## config.mk

```make
export PLATFORM = sky130hd
export DESIGN_NAME = tsr_top
export DESIGN_NICKNAME = d
export VERILOG_FILES = /design/src/verilog/tsr_sat_counter.v /design/src/verilog/tsr_byte_mux.v /design/src/verilog/tsr_top.v
export VERILOG_INCLUDE_DIRS = /design/src /design/src/verilog
export SDC_FILE = /design/constraint.sdc
export NUM_CORES = 1
export LEC_CHECK = 0
export BUFFER_PORTS_ARGS = -buffer_cell sky130_fd_sc_hd__buf_2
export CORE_MARGIN = 3
export CORE_UTILIZATION = 43
export CTS_BUF_LIST = sky130_fd_sc_hd__clkbuf_4
export DETAILED_ROUTE_END_ITERATION = 10
export PLACE_DENSITY = 0.67
export SYNTH_ARGS = -nofsm -noshare
export SYNTH_HDL_FRONTEND = slang
export SYNTH_SLANG_ARGS = --single-unit
```

## constraint.sdc

```tcl
create_clock -name mclk -period 5.35 [get_ports mclk]
set_input_delay 0.8025 -clock mclk [delete_from_list [all_inputs] [get_ports mclk]]
set_output_delay 0.8025 -clock mclk [all_outputs]
set_load 0.01 [all_outputs]
```

## src/verilog/tsr_regs.vh

```
`ifndef TSR_REGS_VH
`define TSR_REGS_VH
// Primary byte 0 condition bits
`define TSR_B0_FILE_MARK    0
`define TSR_B0_NO_BLOCK     1
`define TSR_B0_DATA_ERR     2
`define TSR_B0_END_MEDIA    3
`define TSR_B0_WR_PROT      4
`define TSR_B0_OFFLINE      5
`define TSR_B0_NO_CART      6
`define TSR_SUMMARY_BIT     7
// Primary byte 1 condition bits
`define TSR_B1_RESET_SEEN   0
`define TSR_B1_FAULT        1
`define TSR_B1_PARITY       2
`define TSR_B1_BEGIN_MEDIA  3
`define TSR_B1_MARGINAL     4
`define TSR_B1_NO_DATA      5
`define TSR_B1_ILLEGAL_CMD  6
// Extended byte 0 flag bits (bit 0 unused)
`define TSR_X0_NO_ERASE     1
`define TSR_X0_LEADER       2
`define TSR_X0_TIMEOUT      3
`define TSR_X0_REPOS        4
`define TSR_X0_BUF_ERR      5
`define TSR_X0_RAM_ERR      6
`define TSR_X0_ROM_ERR      7
// Byte counts and resets
`define TSR_PRI_BYTES       3'd6
`define TSR_EXT_BYTES       3'd5
`define TSR_LAST_PRI        3'd5
`define TSR_LAST_EXT        3'd4
`define TSR_CNT_RST         16'h0000
`define TSR_FLAGS_RST       7'h00
`define TSR_B1_RST          7'h01
`endif

```

## src/verilog/tsr_sat_counter.v

```verilog
`timescale 1ns/1ps
`include "tsr_regs.vh"
// 16-bit event counter; holds at full scale rather than wrapping
module tsr_sat_counter (
  input  wire        mclk,   // Clock
  input  wire        srst,   // Sync reset
  input  wire        inc,    // Count pulse
  output reg  [15:0] count   // Count value
);
  always @(posedge mclk) begin
    if (srst) begin
      // A pulse in the clearing cycle still counts
      count <= `TSR_CNT_RST | {15'h0000, inc};
    end else if (inc && count != 16'hffff) begin
      count <= count + 16'h0001;
    end
  end
endmodule

```

## src/verilog/tsr_byte_mux.v

```verilog
`timescale 1ns/1ps
// Selects one byte of an up-to-six-byte report
module tsr_byte_mux (
  input  wire [47:0] report, // Bytes, byte 0 in [7:0]
  input  wire [2:0]  sel,    // Byte index
  output reg  [7:0]  data    // Selected byte
);
  always @* begin
    case (sel)
      3'd0:    data = report[7:0];
      3'd1:    data = report[15:8];
      3'd2:    data = report[23:16];
      3'd3:    data = report[31:24];
      3'd4:    data = report[39:32];
      3'd5:    data = report[47:40];
      default: data = 8'h00;
    endcase
  end
endmodule

```

## src/verilog/tsr_top.v

```verilog
`timescale 1ns/1ps
`include "tsr_regs.vh"
// Summary of operation
// - Byte 0 bits 0-6: file mark, no block, data error, end, protect, offline, no cart.
// - Byte 0 bit 7 set whenever any byte 0 condition bit is set.
// - Byte 1 bits 0-3: reset seen, internal fault, bus parity, beginning of media.
// - Byte 1 bits 4-6: marginal block on write retry, no data, illegal command.
// - Byte 1 bit 7 set whenever any other byte 1 bit is set.
// - Data error counter, bytes 2 (high) and 3 (low), counts rewrites and retries.
// - Underrun/overrun counter, bytes 4 (high) and 5 (low), counts slow host transfers.
// - Extended byte 0: unused bit plus seven fault flags.
// - Extended byte 1: drive 0, drive 1, upper bits mean no drive selected.
// - Extended byte 2: track in bits 1-0, upper bits mean no track.
// - Extended bytes 3 and 4: current block number high then low.
module tsr_top (
  input  wire        mclk,          // 10 MHz clock
  input  wire        srst,          // Sync reset, active high
  input  wire [6:0]  pri0_set,      // Byte 0 condition set pulses
  input  wire [6:0]  pri1_set,      // Byte 1 condition set pulses
  input  wire [6:0]  ext0_set,      // Extended fault set pulses, bits 7-1
  input  wire        data_retry,    // Pulse per rewrite or read retry
  input  wire        stream_miss,   // Pulse per underrun or overrun
  input  wire        drive0_sel,    // Drive 0 selected level
  input  wire        drive1_sel,    // Drive 1 selected level
  input  wire        track_valid,   // A track is selected
  input  wire [1:0]  track_num,     // Selected track
  input  wire [15:0] block_num,     // Current block number
  input  wire        flags_clr,     // Clear all flags and counters
  input  wire        req_pri,       // Start primary report
  input  wire        req_ext,       // Start extended report
  input  wire        byte_ack,      // Host took the offered byte
  output reg  [7:0]  stat_data,     // Offered status byte
  output reg         stat_valid,    // Byte offered
  output reg         stat_last,     // Offered byte is final
  output reg         stat_busy      // Report in progress
);
  localparam [2:0] ST_IDLE = 3'b001;
  localparam [2:0] ST_PRI  = 3'b010;
  localparam [2:0] ST_EXT  = 3'b100;

  reg  [6:0]  pri0_reg;
  reg  [6:0]  pri1_reg;
  reg  [6:0]  ext0_reg;
  reg  [2:0]  state_reg;
  reg  [2:0]  idx_reg;
  wire [15:0] data_err_cnt;
  wire [15:0] stream_cnt;
  wire [7:0]  byte0;
  wire [7:0]  byte1;
  wire [7:0]  xbyte0;
  wire [7:0]  xbyte1;
  wire [7:0]  xbyte2;
  wire [47:0] pri_report;
  wire [47:0] ext_report;
  wire [7:0]  pri_byte;
  wire [7:0]  ext_byte;
  wire        cnt_rst;
  wire        take;
  reg  [2:0]  idx_next;

  assign cnt_rst = srst | flags_clr;

  // Sticky flags; set beats a simultaneous clear
  always @(posedge mclk) begin
    if (srst) begin
      pri0_reg <= `TSR_FLAGS_RST;
      pri1_reg <= `TSR_B1_RST;
      ext0_reg <= `TSR_FLAGS_RST;
    end else if (flags_clr) begin
      pri0_reg <= pri0_set;
      pri1_reg <= pri1_set;
      ext0_reg <= ext0_set;
    end else begin
      pri0_reg <= pri0_reg | pri0_set;
      pri1_reg <= pri1_reg | pri1_set;
      ext0_reg <= ext0_reg | ext0_set;
    end
  end

  tsr_sat_counter u_data_err (
    .mclk  (mclk),
    .srst  (cnt_rst),
    .inc   (data_retry & ~srst),
    .count (data_err_cnt)
  );

  tsr_sat_counter u_stream (
    .mclk  (mclk),
    .srst  (cnt_rst),
    .inc   (stream_miss & ~srst),
    .count (stream_cnt)
  );

  assign byte0  = {|pri0_reg, pri0_reg};
  assign byte1  = {|pri1_reg, pri1_reg};
  assign xbyte0 = {ext0_reg, 1'b0};
  assign xbyte1 = {{6{~(drive0_sel | drive1_sel)}}, drive1_sel, drive0_sel};
  assign xbyte2 = {{6{~track_valid}}, track_num};

  assign pri_report = {stream_cnt[7:0], stream_cnt[15:8],
                       data_err_cnt[7:0], data_err_cnt[15:8],
                       byte1, byte0};
  assign ext_report = {8'h00, block_num[7:0], block_num[15:8],
                       xbyte2, xbyte1, xbyte0};

  tsr_byte_mux u_pri_mux (
    .report (pri_report),
    .sel    (idx_next),
    .data   (pri_byte)
  );

  tsr_byte_mux u_ext_mux (
    .report (ext_report),
    .sel    (idx_next),
    .data   (ext_byte)
  );

  assign take = stat_valid & byte_ack;

  always @* begin
    idx_next = 3'd0;
    if (state_reg != ST_IDLE && take) begin
      idx_next = idx_reg + 3'd1;
    end else if (state_reg != ST_IDLE) begin
      idx_next = idx_reg;
    end
  end

  // Byte sequencer; next byte only after the current one is accepted
  always @(posedge mclk) begin
    if (srst) begin
      state_reg  <= ST_IDLE;
      idx_reg    <= 3'd0;
      stat_data  <= 8'h00;
      stat_valid <= 1'b0;
      stat_last  <= 1'b0;
      stat_busy  <= 1'b0;
    end else begin
      case (state_reg)
        ST_IDLE: begin
          idx_reg    <= 3'd0;
          stat_valid <= 1'b0;
          stat_last  <= 1'b0;
          if (req_pri) begin
            state_reg  <= ST_PRI;
            stat_data  <= pri_byte;
            stat_valid <= 1'b1;
            stat_busy  <= 1'b1;
          end else if (req_ext) begin
            state_reg  <= ST_EXT;
            stat_data  <= ext_byte;
            stat_valid <= 1'b1;
            stat_busy  <= 1'b1;
          end
        end
        ST_PRI, ST_EXT: begin
          if (take) begin
            if (stat_last) begin
              state_reg  <= ST_IDLE;
              stat_valid <= 1'b0;
              stat_last  <= 1'b0;
              stat_busy  <= 1'b0;
              idx_reg    <= 3'd0;
            end else begin
              idx_reg   <= idx_next;
              stat_data <= (state_reg == ST_PRI) ? pri_byte : ext_byte;
              stat_last <= (state_reg == ST_PRI) ? (idx_next == `TSR_LAST_PRI)
                                                 : (idx_next == `TSR_LAST_EXT);
            end
          end
        end
        default: begin
          state_reg  <= ST_IDLE;
          stat_valid <= 1'b0;
          stat_busy  <= 1'b0;
        end
      endcase
    end
  end
endmodule

```

==> out/qor.yml, run 1 <==
synth:
  synth_ff_type: "dfxtp_1"
  syn_nets: 495
  synth-seq-cells: 70
  synth_cells: 442
  synth_edf_count: 2
  synth-seq-area-share_pct: 37.98
  yosysWarnings: 0
  synth.most_common_cell: "nor2_1"
  yosysTopAreaCell: "dfxtp_1"
  synthTopCellsByArea: "dfxtp_1 (36%), nor2_1 (7.4%), a21oi_1 (5.3%), xor2_1 (4.7%), a22oi_1 (3.0%)"
  yosysTopAreaCellShare_pct: 36.38
  synth_cell_types: 68
  async_flop_share_pct: 0
  synth_common_cells: "nor2_1 (74), dfxtp_1 (68), a21oi_1 (40), nand2_1 (30), nand3_1 (21)"
  synth_area_um2: 3742
  synth_area_per_cell_um2: 8.467
global_routing:
  grt_pass1_wl_mm: 16.78
  overflow: 0
  antenna_found_initial: 0
  grt_pass1_vias: 3394
  grt_max_degree: 40
  grt_use_total_pct: 21.17
clock_tree:
  path_clk_slew_ns: 0.11
  cts_sinks: 70
  hold_buffers: 0
  cts-root-buf: "clkbuf_4"
  h-tree-depth: 3
  cts_tree: "done"
  clock_latency_ns: 0.43
  clock_path_buffers: 2
  cts_made_buffers: 9
  post_cts.repair.setup_buffers: 0
  postCtsResizedCells: 0
run:
  cap_violations: 0
timing:
  tns_ns: 0
  fmax_mhz: 347.5
  clock_skew_ns: 0.01527
  drv_slew: 0
  worstMarginPinSlew_ns: 1.052
  setup_ws_ns: 2.472
  rsz0062_at_grt: "false"
  fin_crit_sh_pct: 53.80
  hold_violations: 0
  finalSetupViolCount: 0
  maxSlewHeadroom_pct: 29.68
  min_period_ns: 2.878
critical_path:
  cp_max_fo: 13
  cp.arrival_ns: 3.24
  crit_type: "register to register"
  crit_required_ns: 5.72
  crit_family: "compound AO/OA/AOI/OAI gates"
  startpoint_type: "register"
  end_kind: "register"
  critical_path.max_stage_delay_ns: 0.83
  slowest_stage: "o2bb2ai_1"
  crit_buf_inv: 0
  crit_chain: "ha_1, o2bb2ai_1, and3_1, a22oi_1, a311o_1, a21oi_2"
floorplan:
  pin_count: 61
  die_w_um: 99.29
  die_h_um: 99.29
  core_um2: 8341
  rows: 33
  initial_core_util_pct: 44.87
  dieArea_um2: 9859
power_and_ir_drop:
  ir_worst_vdd_mv: 0.1442
  total_leakage_power_nw: 1.578
  p_total_w: 0.001091
  powerDensity_nw_per_um2: 262.3
route:
  wl_mm: 10.13
  via_per_inst: 5.865
  first_iter_violations: 221
  drc_errors: 0
  wl_met1_mm: 4.616
  dr.max_layer_used: "met4"
  wl_met2_mm: 4.634
  wl_per_cell_um: 16.83
  dr_wl_met3_um: 684
  vias: 3531
  first_pass_iters: 5
  final_antenna_net_count: 0
final_layout:
  nNetsFinal: 545
  fillers: 835
  fin_area_um2: 4158
  num_antenna_cells: 0
  reg_top3: "u_data_err.count x16, u_stream.count x16, stat_data x8"
  areaGrowthSynthToFinish_pct: 11.10
  final_core_util_pct: 49.85
  drive_above_1_share_pct: 20.12
placed_design:
  dp_hpwl_mm: 7.465
  place_area_um2: 4024
  portBuffers: 60
  gp_congestion: 0.8519
  place_ws_ns: 2.155
status:
  status: "finished, final reports clean"
worst_hold_path:
  hp-class: "register to register"
-- power breakdown --
part	leakage, nW	total [W]	switching (W)	internal [W]
Sequential	0.579	0.000577	0.0000260	0.000551
Clock	0.0743	0.000337	0.000187	0.000150
Combinational	0.925	0.000177	0.000105	0.0000723
-- cell families (layout without fill, tap and decap cells) --
| family | Yosys count | in the layout | synth area share [%] |
|---|---|---|---|
| compound gates | 113 | 113 | 21.46 |
| xor+xnor | 30 | 30 | 7.924 |
| fa+ha+maj | 3 | 3 | 1.003 |
| buf+inv | 33 | 88 | 5.316 |
| flops | 70 | 70 | 37.98 |
| mux | 8 | 8 | 2.273 |
| simple gates | 185 | 185 | 24.04 |
-- layout make-up --
| class | instances | area (µm²) | share of cell area, % |
|---|---|---|---|
| clock buffer | 11 | 82.58 | 1.986 |
| clock inverter | 5 | 51.30 | 1.234 |
| inverter | 11 | 41.29 | 0.9931 |
| multi-input combinational | 339 | 2122 | 51.04 |
| sequential | 70 | 1421 | 34.19 |
| tap | 105 | 131.4 | 3.160 |
| timing repair buffer | 61 | 307.8 | 7.403 |
-- worst reg2reg max path: stages, from the launching register on --
cell	delay (ns)
dfxtp_1	0.55
ha_1	0.35
o2bb2ai_1	0.83
and3_1	0.46
a22oi_1	0.15
a311o_1	0.39
a21oi_2	0.10
-- through the flow --
stage	std cells	hold slack, ns
final	602	0.4791
after global routing	602	0.5311
after CTS	602	0.4838
after detailed placement	586	0.4682
after global placement	586	0.4631
after floorplan	442	0.4476
-- path summary, 6_finish.rpt --
| check | startpoint | end | slack [ns] | cells after the start |
|---|---|---|---|---|
| worst max-delay path | idx_reg[0]$_SDFFE_PP0P_ | stat_data[4]$_SDFFE_PP0P_ | 2.47 | 6 |
| worst max register to register | idx_reg[0]$_SDFFE_PP0P_ | stat_data[4]$_SDFFE_PP0P_ | 2.47 | 6 |
| worst min register to register | stat_busy$_SDFFE_PP0P_ | stat_busy$_SDFFE_PP0P_ | 0.48 | 2 |
| worst min-delay path | stat_busy$_SDFFE_PP0P_ | stat_busy$_SDFFE_PP0P_ | 0.48 | 2 |
-- routing by layer --
layer / vias to the layer above / track usage, %
met5: - / 0
met4: 0 / 6.303
met3: 19 / 5.119
met2: 127 / 33.16
met1: 1682 / 28.97
li1: 1703 / -
-- cell usage in the layout, fill, tap and decap left out, types with 5 or more instances in the layout --
cell	n
nand3_1	21
clkbuf_4	11
nor4_1	7
buf_2	60
a22oi_1	15
nand4_1	9
inv_1	10
a211oi_1	6
o21ai_0	6
xor2_1	20
and3_1	12
nand2_1	30
dfxtp_1	68
nor3_1	6
a21oi_1	40
xnor2_1	7
a311o_1	5
nor2_1	74
a221oi_1	7
No activity file was read; power rests on OpenSTA's default activity.
==> run 2: changes to the inputs <==
Clock period 5.35 ns to 2.9 ns, I/O delays scaled along.
==> run 2 against run 1 <==
Effect of this change: maximum frequency grew 13%; largest cell class unchanged; critical endpoint is now stat_data[0]$_SDFFE_PP0P_; sequential power grew 85%; critical path type unchanged; highest routed layer unchanged; non-clock buffer count grew 7; utilization grew 0.99 points; worst setup slack lost 2.1 ns; sequential cell count is the same.
==> out/qor.yml, run 2 (synthesized netlist as in run 1, its figures left out) <==
final_layout:
  drive_above_1_share_pct: 21.23
  areaGrowthSynthToFinish_pct: 13.31
  regArea_um2: 1421
  num_antenna_cells: 0
  mostFrequentLayoutCell: "nor2_1"
  reg_top3: "u_data_err.count x16, u_stream.count x16, stat_data x8"
  multiInputGateArea_um2: 2122
  layout_common_cells: "nor2_1 (74), dfxtp_1 (68), buf_2 (60), a21oi_1 (40), nand2_1 (30)"
  nNetsFinal: 552
  fillers: 804
worst_hold_path:
  min_from: "pri0_set[4]"
  hold_end: "pri0_reg[4]$_SDFF_PP0_"
  hp-class: "input pin to register"
  whs_path_depth: 3
placed_design:
  place_ws_ns: 0.3875
  portBuffers: 60
  dp_hpwl_mm: 7.458
  gp_congestion: 0.8272
route:
  via_per_inst: 5.782
  drc_errors: 0
  wl_mm: 9.955
  final_antenna_net_count: 0
  wl_per_cell_um: 16.35
  first_pass_iters: 5
  vias: 3521
  first_iter_violations: 225
critical_path:
  r2r-end: "stat_data[0]$_SDFFE_PP0P_"
  r2r-start: "idx_reg[0]$_SDFFE_PP0P_"
  crit_buf_inv: 0
  crit_family: "compound AO/OA/AOI/OAI gates"
  crit_chain: "ha_1, nand3_2, xnor2_2, mux2_2, a221oi_1, o211ai_1, a41o_1"
  startpoint_type: "register"
  end_kind: "register"
  rrSetupSlack_ns: 0.34
  crit_required_ns: 3.24
  r2r_cells: 7
  cp_max_fo: 9
  crit_type: "register to register"
  startpoint: "idx_reg[0]$_SDFFE_PP0P_"
  slowest_stage: "dfxtp_1"
  cp.arrival_ns: 2.90
  critical_path.max_stage_delay_ns: 0.54
run:
  cap_violations: 0
timing:
  clock_skew_ns: 0.01387
  hold_violations: 0
  tns_ns: 0
  min_period_ns: 2.557
  drv_slew: 0
  setup_ws_ns: 0.3433
  rsz0062_at_grt: "false"
  fmax_mhz: 391.1
  finalSetupViolCount: 0
  worstMarginPinSlew_ns: 0.7220
  fin_crit_sh_pct: 88.16
  maxSlewHeadroom_pct: 51.76
clock_tree:
  post_cts.repair.setup_buffers: 0
  cts_made_buffers: 9
  postCtsResizedCells: 0
  h-tree-depth: 3
  cts-root-buf: "clkbuf_4"
  clock_path_buffers: 2
  hold_buffers: 0
  clock_latency_ns: 0.43
  path_clk_slew_ns: 0.13
  cts_sinks: 70
  cts_tree: "done"
floorplan:
  pin_count: 61
  die_h_um: 99.29
  initial_core_util_pct: 44.87
  core_um2: 8341
  rows: 33
  die_w_um: 99.29
  dieArea_um2: 9859
power_and_ir_drop:
  total_leakage_power_nw: 1.617
  powerDensity_nw_per_um2: 500.3
  ir_worst_vdd_mv: 0.2638
global_routing:
  antenna_found_initial: 0
  grt_max_degree: 39
  overflow: 0
  grt_pass1_wl_mm: 16.18
  grt_use_total_pct: 20.68
  grt_pass1_vias: 3293
status:
  status: "finished, final reports clean"
run 2: changes by cell type in the layout (fill, tap and decap cells not counted):
cell and delta:
buf_4 +7, bufinv_16 +1, clkbuf_4 -2, clkinv_2 -2
clkinvlp_4 +1, inv_6 +2
run 2: worst register-to-register path, stage by stage, from the launching register on:
cell	delay [ns]
dfxtp_1	0.54
ha_1	0.33
nand3_2	0.20
xnor2_2	0.39
mux2_2	0.38
a221oi_1	0.26
o211ai_1	0.13
a41o_1	0.25
run 2: worst max-delay path by stage:
stage,to,cells past startpoint,slack (ns)
after global routing,stat_data[0]$_SDFFE_PP0P_,7,0.15
final,stat_data[0]$_SDFFE_PP0P_,7,0.34
after CTS,stat_data[0]$_SDFFE_PP0P_,7,0.36
after floorplan,stat_data[2]$_SDFFE_PP0P_,8,0.88
after detailed placement,stat_data[0]$_SDFFE_PP0P_,7,0.39
after global placement,stat_data[0]$_SDFFE_PP0P_,7,0.50
run 2: power breakdown:
part | switching (W) | internal (W) | leakage, nW
clock | 0.000371 | 0.000352 | 0.0806
combinational | 0.000191 | 0.000141 | 0.957
sequential | 0.0000509 | 0.00102 | 0.579
run 2: routing by layer:
metal  GRT usage, %  vias up  part of all wire (%)  routed length [µm]
met5              0        -                     0                   0
li1               -     1715                     -                   -
met1          28.63     1662                    46                4604
met2          31.97      129                    45                4528
met3          5.119       15                   7.1                 703
met4          6.092        0                   1.2                 119
run 2: metrics by stage:
stage / util [%] / instance area (µm²) / hold WS, ns / power, W / instances
after CTS: 50.84 / 4240 / 0.1915 / 0.002135 / 609
after global placement: 48.87 / 4076 / 0.4608 / 0.001411 / 593
after global routing: 50.84 / 4240 / 0.1798 / 0.002223 / 609
after detailed placement: 48.87 / 4076 / 0.4842 / 0.001415 / 593
after floorplan: - / 3742 / 0.4476 / 0.001296 / 442
final: 50.84 / 4240 / 0.2021 / 0.002121 / 609
run 2: cell type report:
class                           instances  share of cell area (%)
Multi-Input combinational cell        339                   50.04
Sequential cell                        70                   33.52
Timing Repair Buffer                   68                   8.498
Tap cell                              105                   3.098
Clock inverter                          7                   2.272
Clock buffer                            9                   1.593
Inverter                               11                  0.9737
